File: config.mk
export PLATFORM = sky130hd
export DESIGN_NAME = pgpc_port
export DESIGN_NICKNAME = d
export VERILOG_FILES = /design/src/pgpc_pin_mux.v /design/src/pgpc_port.v
export VERILOG_INCLUDE_DIRS = /design/src
export SDC_FILE = /design/constraint.sdc
export NUM_CORES = 1
export LEC_CHECK = 0
export BUFFER_PORTS_ARGS = -buffer_cell sky130_fd_sc_hd__buf_2
export CORE_MARGIN = 1
export CORE_UTILIZATION = 51
export CTS_BUF_LIST = sky130_fd_sc_hd__clkbuf_8 sky130_fd_sc_hd__clkbuf_16
export DETAILED_ROUTE_END_ITERATION = 8
export GPL_ROUTABILITY_DRIVEN = 0
export PLACE_DENSITY = 0.78
export SETUP_SLACK_MARGIN = 0.15
export SYNTH_ARGS = -nofsm -noshare
export SYNTH_HDL_FRONTEND = slang
export SYNTH_SLANG_ARGS = --single-unit
File: constraint.sdc
create_clock -name clk -period 2.08 [get_ports clk]
set_input_delay 0.208 -clock clk [delete_from_list [all_inputs] [get_ports clk]]
set_output_delay 0.208 -clock clk [all_outputs]
set_load 0.02 [all_outputs]
File: src/pgpc_consts.vh
// Register offsets, field layouts, reset values and widths of the seventh I/O port.
`ifndef PGPC_CONSTS_VH
`define PGPC_CONSTS_VH

`define PGPC_ADDR_W 4
`define PGPC_DATA_W 8
`define PGPC_PINS 8
`define PGPC_ANA_PINS 5
`define PGPC_COM_PINS 4

`define PGPC_OFS_PINS 4'h0
`define PGPC_OFS_LATCH 4'h1
`define PGPC_OFS_DIR 4'h2
`define PGPC_OFS_ANSEL 4'h3
`define PGPC_OFS_ODSEL 4'h4
`define PGPC_OFS_LCDSEG 4'h5
`define PGPC_OFS_LCDCOM 4'h6
`define PGPC_OFS_STATUS 4'h7

`define PGPC_RST_LATCH 8'h00
`define PGPC_RST_DIR 8'hff
`define PGPC_RST_ANSEL 5'h1f
`define PGPC_RST_ODSEL 5'h00
`define PGPC_RST_LCDSEG 5'h00
`define PGPC_RST_LCDCOM 4'h0

`define PGPC_NARROW_MASK 8'h3f
`define PGPC_WIDE_MASK 8'hff

`define PGPC_CH_PIN0 5'h08
`define PGPC_CH_PIN1 5'h13
`define PGPC_CH_PIN2 5'h12
`define PGPC_CH_PIN3 5'h11
`define PGPC_CH_PIN4 5'h10

`define PGPC_STAT_WIDE 7
`define PGPC_STAT_ROUTE_LSB 0

`endif

File: src/pgpc_pin_mux.v
// Per-pin function selection of the seventh I/O port.
`timescale 1ns/1ps

module pgpc_pin_mux (
    // Software configuration.
    input wire dirIn,
    input wire latchVal,
    input wire analogSel,
    input wire openDrain,
    input wire present,
    // LCD drive.
    input wire lcdEn,
    input wire lcdVal,
    // Peripheral overrides.
    input wire perOutEn,
    input wire perOut,
    input wire perInForce,
    // Pin level.
    input wire pinLevel,
    // Results.
    output reg drvVal,
    output reg drvEnN,
    output reg digIn
);

    always @* begin
        drvVal = 1'b0;
        drvEnN = 1'b1;
        digIn = 1'b0;
        if (!present) begin
            drvEnN = 1'b1;
        end else if (lcdEn) begin
            // LCD drive owns the pin outright, including its input path.
            drvVal = lcdVal;
            drvEnN = 1'b0;
        end else if (perOutEn) begin
            // Direction bit is ignored; open drain only ever pulls low.
            drvVal = perOut;
            drvEnN = openDrain ? perOut : 1'b0;
            digIn = analogSel ? 1'b0 : pinLevel;
        end else if (perInForce) begin
            drvEnN = 1'b1;
            digIn = analogSel ? 1'b0 : pinLevel;
        end else begin
            // Analog selection gates only the input path, never the driver.
            drvVal = latchVal;
            drvEnN = dirIn;
            digIn = analogSel ? 1'b0 : pinLevel;
        end
    end

endmodule // pgpc_pin_mux

File: src/pgpc_port.v
// Seventh general-purpose I/O port: registers, pin muxing and analog routing.
// How it works
// - six pins, eight on the wide package.
// - direction 0 drives latch, 1 reads pin.
// - peripheral override never changes stored direction.
// - peripherals may force output or input.
// - analog select kills digital input, not output.
// - pins 0-4 reset to analog inputs.
// - pins 0-4 map to channels 8,19,18,17,16.
// - LCD segment disables all other pin functions (on pins 0-3 an enabled LCD common still drives the pin instead).
// - LCD common disables other drivers, ignoring direction.
// - open-drain mode for capture and serial outputs.
// - don't-care direction functions override the direction bit.
//
// Decided for this implementation: the placing of the registers and the address-and-strobe port.
`timescale 1ns/1ps
`include "pgpc_consts.vh"

module pgpc_port (
    // Clock and reset.
    input wire clk,
    input wire rst,
    // Package strap, caught while reset is held.
    input wire widePackage,
    // Register port.
    input wire [`PGPC_ADDR_W-1:0] regAddr,
    input wire [`PGPC_DATA_W-1:0] regWrData,
    input wire regWrite,
    input wire regRead,
    output reg [`PGPC_DATA_W-1:0] regRdData_q,
    // LCD drive levels for pins 0 to 4.
    input wire [`PGPC_ANA_PINS-1:0] lcdSegLevel,
    input wire [`PGPC_COM_PINS-1:0] lcdComLevel,
    // Remapped peripheral outputs and forced inputs, pins 0 to 4.
    input wire [`PGPC_ANA_PINS-1:0] remapOutEn,
    input wire [`PGPC_ANA_PINS-1:0] remapOut,
    input wire [`PGPC_ANA_PINS-1:0] remapInForce,
    // Clock calendar output on pin 4.
    input wire clockCalendarOutEn,
    input wire clockCalendarOut,
    // Converter channel being sampled.
    input wire [4:0] adcChannel,
    // Pins.
    input wire [`PGPC_PINS-1:0] pinIn,
    output reg [`PGPC_PINS-1:0] pinOut_q,
    output reg [`PGPC_PINS-1:0] pinOeN_q,
    // Digital pin levels to peripherals and analog routing.
    output reg [`PGPC_PINS-1:0] periphIn_q,
    output reg [`PGPC_ANA_PINS-1:0] analogRoute_q
);

    // Converter channel wired to each analog-capable pin.
    function [4:0] chanOfPin;
        input integer idx;
        begin
            case (idx)
                0: chanOfPin = `PGPC_CH_PIN0;
                1: chanOfPin = `PGPC_CH_PIN1;
                2: chanOfPin = `PGPC_CH_PIN2;
                3: chanOfPin = `PGPC_CH_PIN3;
                4: chanOfPin = `PGPC_CH_PIN4;
                default: chanOfPin = 5'h1f;
            endcase
        end
    endfunction

    // Address decode used by the write path; the read mux decodes regAddr with its own case.
    function isReg;
        input [`PGPC_ADDR_W-1:0] addr;
        input [`PGPC_ADDR_W-1:0] ofs;
        begin
            isReg = (addr == ofs);
        end
    endfunction

    reg [`PGPC_PINS-1:0] latch_q;
    reg [`PGPC_PINS-1:0] dir_q;
    reg [`PGPC_ANA_PINS-1:0] anaSel_q;
    reg [`PGPC_ANA_PINS-1:0] odSel_q;
    reg [`PGPC_ANA_PINS-1:0] lcdSegEn_q;
    reg [`PGPC_COM_PINS-1:0] lcdComEn_q;
    reg widePkg_q;
    reg [`PGPC_PINS-1:0] pinLevel_q;
    reg [`PGPC_DATA_W-1:0] rdData_d;

    wire [`PGPC_PINS-1:0] presentMask;
    wire [`PGPC_PINS-1:0] muxVal;
    wire [`PGPC_PINS-1:0] muxEnN;
    wire [`PGPC_PINS-1:0] muxIn;
    wire [`PGPC_ANA_PINS-1:0] routeHit;
    wire [`PGPC_PINS-1:0] wrMask;

    // Pins 6 and 7 only exist on the wide package.
    assign presentMask = widePkg_q ? `PGPC_WIDE_MASK : `PGPC_NARROW_MASK;
    assign wrMask = presentMask;

    // Reset is synchronous, so the strap is sampled while it is held.
    always @(posedge clk) begin
        if (rst) begin
            widePkg_q <= widePackage;
        end
    end

    // Register writes.
    always @(posedge clk) begin
        if (rst) begin
            latch_q <= `PGPC_RST_LATCH;
            dir_q <= `PGPC_RST_DIR;
            anaSel_q <= `PGPC_RST_ANSEL;
            odSel_q <= `PGPC_RST_ODSEL;
            lcdSegEn_q <= `PGPC_RST_LCDSEG;
            lcdComEn_q <= `PGPC_RST_LCDCOM;
        end else if (regWrite) begin
            // Writing the pin register lands in the latch, like the latch itself.
            if (isReg(regAddr, `PGPC_OFS_PINS) || isReg(regAddr, `PGPC_OFS_LATCH)) begin
                latch_q <= regWrData & wrMask;
            end
            // Only software ever loads the direction bits; overrides act downstream.
            if (isReg(regAddr, `PGPC_OFS_DIR)) begin
                dir_q <= regWrData | ~wrMask;
            end
            if (isReg(regAddr, `PGPC_OFS_ANSEL)) begin
                anaSel_q <= regWrData[`PGPC_ANA_PINS-1:0];
            end
            if (isReg(regAddr, `PGPC_OFS_ODSEL)) begin
                odSel_q <= regWrData[`PGPC_ANA_PINS-1:0];
            end
            if (isReg(regAddr, `PGPC_OFS_LCDSEG)) begin
                lcdSegEn_q <= regWrData[`PGPC_ANA_PINS-1:0];
            end
            if (isReg(regAddr, `PGPC_OFS_LCDCOM)) begin
                lcdComEn_q <= regWrData[`PGPC_COM_PINS-1:0];
            end
        end
    end

    // Pin levels are sampled once so every reader sees one consistent value.
    always @(posedge clk) begin
        if (rst) begin
            pinLevel_q <= 8'h00;
        end else begin
            pinLevel_q <= pinIn;
        end
    end

    genvar gi;
    generate
        for (gi = 0; gi < `PGPC_PINS; gi = gi + 1) begin : gPin
            wire lcdEn;
            wire lcdVal;
            wire perOutEn;
            wire perOut;
            wire perInForce;
            wire anaSel;
            wire odSel;
            if (gi < `PGPC_COM_PINS) begin : gCom
                // Common drive takes precedence over a segment on the same pin.
                assign lcdEn = lcdComEn_q[gi] | lcdSegEn_q[gi];
                assign lcdVal = lcdComEn_q[gi] ? lcdComLevel[gi] : lcdSegLevel[gi];
            end else if (gi < `PGPC_ANA_PINS) begin : gSeg
                assign lcdEn = lcdSegEn_q[gi];
                assign lcdVal = lcdSegLevel[gi];
            end else begin : gNoLcd
                assign lcdEn = 1'b0;
                assign lcdVal = 1'b0;
            end
            if (gi == `PGPC_ANA_PINS - 1) begin : gCal
                // The calendar output claims the pin ahead of a remapped output.
                assign perOutEn = clockCalendarOutEn | remapOutEn[gi];
                assign perOut = clockCalendarOutEn ? clockCalendarOut : remapOut[gi];
                assign perInForce = remapInForce[gi] & ~clockCalendarOutEn;
            end else if (gi < `PGPC_ANA_PINS) begin : gRemap
                assign perOutEn = remapOutEn[gi];
                assign perOut = remapOut[gi];
                assign perInForce = remapInForce[gi];
            end else begin : gPlain
                assign perOutEn = 1'b0;
                assign perOut = 1'b0;
                assign perInForce = 1'b0;
            end
            if (gi < `PGPC_ANA_PINS) begin : gAna
                assign anaSel = anaSel_q[gi];
                assign odSel = odSel_q[gi];
                assign routeHit[gi] = anaSel_q[gi] & ~lcdEn & (adcChannel == chanOfPin(gi));
            end else begin : gDig
                assign anaSel = 1'b0;
                assign odSel = 1'b0;
            end
            pgpc_pin_mux uMux (
                .dirIn(dir_q[gi]),
                .latchVal(latch_q[gi]),
                .analogSel(anaSel),
                .openDrain(odSel),
                .present(presentMask[gi]),
                .lcdEn(lcdEn),
                .lcdVal(lcdVal),
                .perOutEn(perOutEn),
                .perOut(perOut),
                .perInForce(perInForce),
                .pinLevel(pinLevel_q[gi]),
                .drvVal(muxVal[gi]),
                .drvEnN(muxEnN[gi]),
                .digIn(muxIn[gi])
            );
        end
    endgenerate

    // Pin drivers and peripheral inputs, all from flip-flops.
    always @(posedge clk) begin
        if (rst) begin
            pinOut_q <= 8'h00;
            pinOeN_q <= 8'hff;
            periphIn_q <= 8'h00;
            analogRoute_q <= 5'h00;
        end else begin
            pinOut_q <= muxVal;
            pinOeN_q <= muxEnN;
            periphIn_q <= muxIn;
            analogRoute_q <= routeHit;
        end
    end

    // Read mux; data stands in the cycle after the strobe and only there.
    always @* begin
        rdData_d = 8'h00;
        if (regRead) begin
            case (regAddr)
                `PGPC_OFS_PINS: rdData_d = muxIn & presentMask;
                `PGPC_OFS_LATCH: rdData_d = latch_q;
                `PGPC_OFS_DIR: rdData_d = dir_q;
                `PGPC_OFS_ANSEL: rdData_d = {3'h0, anaSel_q};
                `PGPC_OFS_ODSEL: rdData_d = {3'h0, odSel_q};
                `PGPC_OFS_LCDSEG: rdData_d = {3'h0, lcdSegEn_q};
                `PGPC_OFS_LCDCOM: rdData_d = {4'h0, lcdComEn_q};
                `PGPC_OFS_STATUS: rdData_d = {widePkg_q, 2'h0, analogRoute_q};
                default: rdData_d = 8'h00;
            endcase
        end
    end

    always @(posedge clk) begin
        if (rst) begin
            regRdData_q <= 8'h00;
        end else begin
            regRdData_q <= rdData_d;
        end
    end

endmodule // pgpc_port

* Word-level counts from Yosys, hierarchy flattened
Cells that the tools add are included.
** Cells by class
- Equality and inequality tests :: 12
- Muxes and demuxes :: 60
- Bitwise operators :: 35
- Reductions and logical operators :: 17
** Operators by type and width (number)
- 8-bit case mux with 8 select lines :: 1
- 1-bit 2-to-1 mux :: 58
- 5-bit == test (second input constant) :: 4
- 2-bit OR reduction :: 9
- 8-bit AND :: 2
- 4-bit by 3-bit == test with 1-bit output (second input constant) :: 4
- 1-bit NOT :: 15
- 2-bit AND reduction :: 6
- 1-bit AND :: 11
- 4-bit by 2-bit == test with 1-bit output (second input constant) :: 2
- 8-bit 2-to-1 mux :: 1
- 8-bit NOT :: 1
- 8-bit OR :: 1
- 5-bit by 4-bit == test with 1-bit output (second input constant) :: 1
- 1-bit OR :: 5
- 4-bit by 1-bit == test with 1-bit output (second input constant) :: 1
- 4-bit zero test :: 1
- 1-bit logical OR :: 1
** Word-level totals
- Register bits :: 81
- Input bits :: 56
- Output and inout port bits :: 37
- Logic and storage cells :: 151

* Logic depth before layout (Yosys ltp)
- Word-level depth :: 5
- Mapped depth :: 7
- Depth with buffers taken out :: 4

* By module
A second synthesis with hierarchy kept.
** Second synthesis, totals
- Cells, all modules :: 401
- Area, all modules :: 3788.6 µm²
** By module, submodules not included
- pgpc_port :: instances 1, cells each 329, area each 3268.1 µm², seq. area each 1631.6 µm²
- pgpc_pin_mux :: instances 8, cells each 9, area each 65.1 µm², seq. area each 0.0 µm²

* Worst setup path after synthesis
OpenSTA, ideal clock, no wires.
- Path type :: input-to-reg
- From :: in regAddr[3]
- To :: reg regRdData_q[4]
- Library setup time :: 0.075 ns
- Arrival time :: 1.492 ns
- Required time :: 2.005 ns
- Path slack :: 0.514 ns
- Stages :: 4
- Path buffers :: 1
- Cell sequence :: buf_2 > or4_4 > or4b_1 > a31oi_1
** Between the ends
- Word-level cells in the longest chain between the ends :: 2
- Elaborated cells on any way between the ends :: 9
- Classes of those cells :: 7 x eq/ne; 1 x mux; 1 x reduce/logical
** Ends and longest elaborated chain
- from (decl) :: line pgpc_port.v:26 : input wire [`PGPC_ADDR_W-1:0] regAddr,
- 4-bit by 3-bit == test with 1-bit output (tied with other cells) :: line pgpc_port.v:227 : case (regAddr)
- 8-bit case mux with 8 select lines * :: line pgpc_port.v:227
- to (signal assigned) :: line pgpc_port.v:245 : regRdData_q <= rdData_d;
- to (decl) :: line pgpc_port.v:30 : output reg [`PGPC_DATA_W-1:0] regRdData_q,
Every way passes the cells marked *; elsewhere a longest branch is shown, timed or not.
A chain may end at the register's enable or synchronous reset.

* Worst setup path after layout
- From :: reg lcdSegEn_q[2]
- To :: reg regRdData_q[2]
** Between the ends
- Word-level cells in the longest chain between the ends :: 5
** Ends and longest elaborated chain
- from (decl) :: line pgpc_port.v:80 : reg [`PGPC_ANA_PINS-1:0] lcdSegEn_q;
- from (signal assigned) :: line pgpc_port.v:111 : lcdSegEn_q <= `PGPC_RST_LCDSEG;
- from (signal assigned) :: line pgpc_port.v:129 : lcdSegEn_q <= regWrData[`PGPC_ANA_PINS-1:0];
- 1-bit OR :: line pgpc_port.v:158 : assign lcdEn = lcdComEn_q[gi] | lcdSegEn_q[gi];
- 1-bit 2-to-1 mux :: line pgpc_pin_mux.v:32 : end else if (lcdEn) begin
- 1-bit 2-to-1 mux :: line pgpc_pin_mux.v:30 : if (!present) begin
- 8-bit AND :: line pgpc_port.v:228 : `PGPC_OFS_PINS: rdData_d = muxIn & presentMask;
- 8-bit case mux with 8 select lines * :: line pgpc_port.v:227
Marked as above.

==> results.ini <==
[grt]
grt_pass1_vias = 2706
antenna_found_initial = 0
grt_max_degree = 36
grt_pass1_wl_um = 12600
grt-ovfl-total = 0
grt_usage_pct = 25.5

[clock_network]
htree_levels = 3
cts_resized = 0
clk_latency_ns = 0.35
cts.hold.buffers_added = 0
post_cts_buffers = 0
clk_pin_slew_ns = 0.08
tritoncts = done
cts_made_buffers = 9
cts.sinks = 81
cts_max_path_buffers = 2
clockRootBuffer = clkbuf_8

[setup_path]
reg2reg_from = lcdSegEn_q[2]
startpoint = lcdSegEn_q[2]
cp.arrival_ns = 1.87
crit_required_ns = 2.37
cp-start-kind = flip-flop
r2r_end = regRdData_q[2]
reg2reg_depth = 4
critical_path.slowest_cell = or4b_2
end_kind = flip-flop
ff2ff_setup_slack_ns = 0.50
max_stage_delay_ns = 0.73
crit_type = reg -> reg
crit_fanout = 7
cp_cell_sequence = or4b_2 > o22ai_1 > a211oi_1 > nor2_1

[place]
place_ws_ns = 0.320
placedCellCount = 512
port_buffers = 92
dp_hpwl_um = 5710

[synthesis]
synth_xor_area_share_pct = 0
synth-seq-cells = 81
synth_top_area_share_pct = 48.5
synth_top_family_by_area = simple AND/OR/NAND/NOR gates
syn_area_um2 = 3300
yosys-top-cells-area = dfxtp_1 (48%), mux2i_1 (5.8%), nand2_1 (5.6%)
synthDistinctLibCells = 43
yosys.area_share.adder_pct = 0
synth_ff_type = dfxtp_1
synth_edf_count = 1
synth_cells = 358
synth_compound_area_share_pct = 13.0
yosysSeqAreaShare_pct = 49.4
muxShareOfSynthArea_pct = 7.46
yosys.area_share.simple_pct = 26.8
yosysTopAreaCell = dfxtp_1
syn_area_per_cell_um2 = 9.23
async_flop_share_pct = 0
yosysWarnings = 0
syn_nets = 414

[sta]
relSlewSlack_pct = 66.9
setup_tns_ns = 0
min_period_over_period_pct = 75.9
finClkSkew_ns = 0.00388
period_needed_ns = 1.58
finalSetupViolations = 0
final_max_slew_viol_count = 0
timing.fmax_ghz = 0.633
tightest_slew_ns = 0.494
hold_viol_final = 0
setup_ws_ns = 0.501
rsz0062_at_grt = no

[cells_and_area]
final_cell_mix = buf_2 (92), dfxtp_1 (80), nand2_1 (49)
areaGrowthSynthToFinish_pct = 22.4
mostFrequentLayoutCell = buf_2
multi_input_area_um2 = 1560
finalNonFillerCells = 528
layout-drive-gt1-share_pct = 29.6
antenna_cells = 0
final_net_count = 504
num-fill-cells = 539
register_area_um2 = 1630

[routing]
ant_nets = 0
drt_iter0_drc = 150
wl_per_cell_um = 15.1
post-route-drc-count = 0
num_vias = 2932
wirelength_um = 7990
vias_per_cell = 5.55
drt_pre_antenna_iters = 5

[power]
power.leakage_nw = 1.76
p_per_area_nw_per_um2 = 788
ir_drop_mv = 0.446

[min_path]
hold_path_class = in -> reg
hold_depth = 1
worstHoldEndpoint = widePkg_q
hp-start = widePackage

[die]
die_h_um = 82.5
io_pins = 93
core-area_um2 = 6100
start_util_pct = 54.2
rows = 28
die_w_um = 82.5
dieArea_um2 = 6800

[flow_run]
drv_cap = 0

[outcome]
status = finished, final reports clean

[kinds of logic after synthesis]
group           Yosys count
mux                      24
compound gates           63
buf+inv                  26
simple gates            164
flops                    81
[synthesized netlist by cell type, types with 5 or more instances]
cell type / number
nor4b_1: 5
inv_1: 8
clkbuf_1: 12
nor2b_1: 16
mux2i_1: 19
or3b_2: 5
nor2_1: 35
dfxtp_1: 80
nand3_1: 6
nor3b_1: 6
nand2_1: 49
nand3b_1: 8
mux2_2: 5
a211oi_1: 9
a211o_1: 9
nor3_1: 5
a21oi_1: 21
[critical path: cells and delay by family (launching register included)]
kind / cells / cell delay [ns]
flops: 1 / 0.38
compound gates: 2 / 0.30
simple gates: 2 / 0.84
[sequential cells by signal, indices dropped and copies added, names as in the netlist]
register       count
regRdData_q        8
dir_q              8
lcdComEn_q         4
latch_q            8
odSel_q            5
pinOut_q           8
widePkg_q          1
analogRoute_q      5
pinOeN_q           8
pinLevel_q         8
periphIn_q         8
lcdSegEn_q         5
anaSel_q           5
[power by group]
part	switching (W)	leakage [nW]	internal, W
registers	0.0000226	0.661	0.00159
logic	0.000161	0.985	0.000121
clock network	0.000553	0.115	0.000737
[worst max-delay path by stage]
stage	endpoint	slack, ns	cells past startpoint
6_report	regRdData_q[2]	0.50	4
5_1_grt	regRdData_q[2]	0.40	4
4_1_cts	regRdData_q[2]	0.50	4
3_5_place_dp	regRdData_q[4]	0.32	4
3_3_place_gp	regRdData_q[4]	0.36	4
2_1_floorplan	regRdData_q[4]	0.51	4
[metal layers]
metal  share of wire, %  up-vias  global-route usage, %
met5                  0        -                      0
met4                1.9        0                   13.0
met3                6.6       17                   5.38
met2                 46      134                   40.3
met1                 46     1341                   32.7
li1                   -     1440                      -
[per-stage QoR]
step | total power (W) | instance area, um2 | utilization [%] | hold WS, ns
6_report | 0.00319 | 4040 | 66.3 | 0.0285
5_1_grt | 0.00331 | 4040 | 66.3 | 0.00850
4_1_cts | 0.00321 | 4040 | 66.3 | 0.0116
3_5_place_dp | 0.00193 | 3810 | 62.6 | 0.390
3_3_place_gp | 0.00192 | 3810 | 62.6 | 0.389
2_1_floorplan | 0.00181 | 3300 | - | 0.285
[area by class of cell]
cell class	instances	share of cell area (%)
sequential	81	40.3
multi-input combinational	251	38.6
timing repair buffer	97	12.3
clock buffer	11	3.74
tap	75	2.32
clock inverter	5	1.92
inverter	8	0.743
Note: power is estimated with default switching activity, not from simulation.
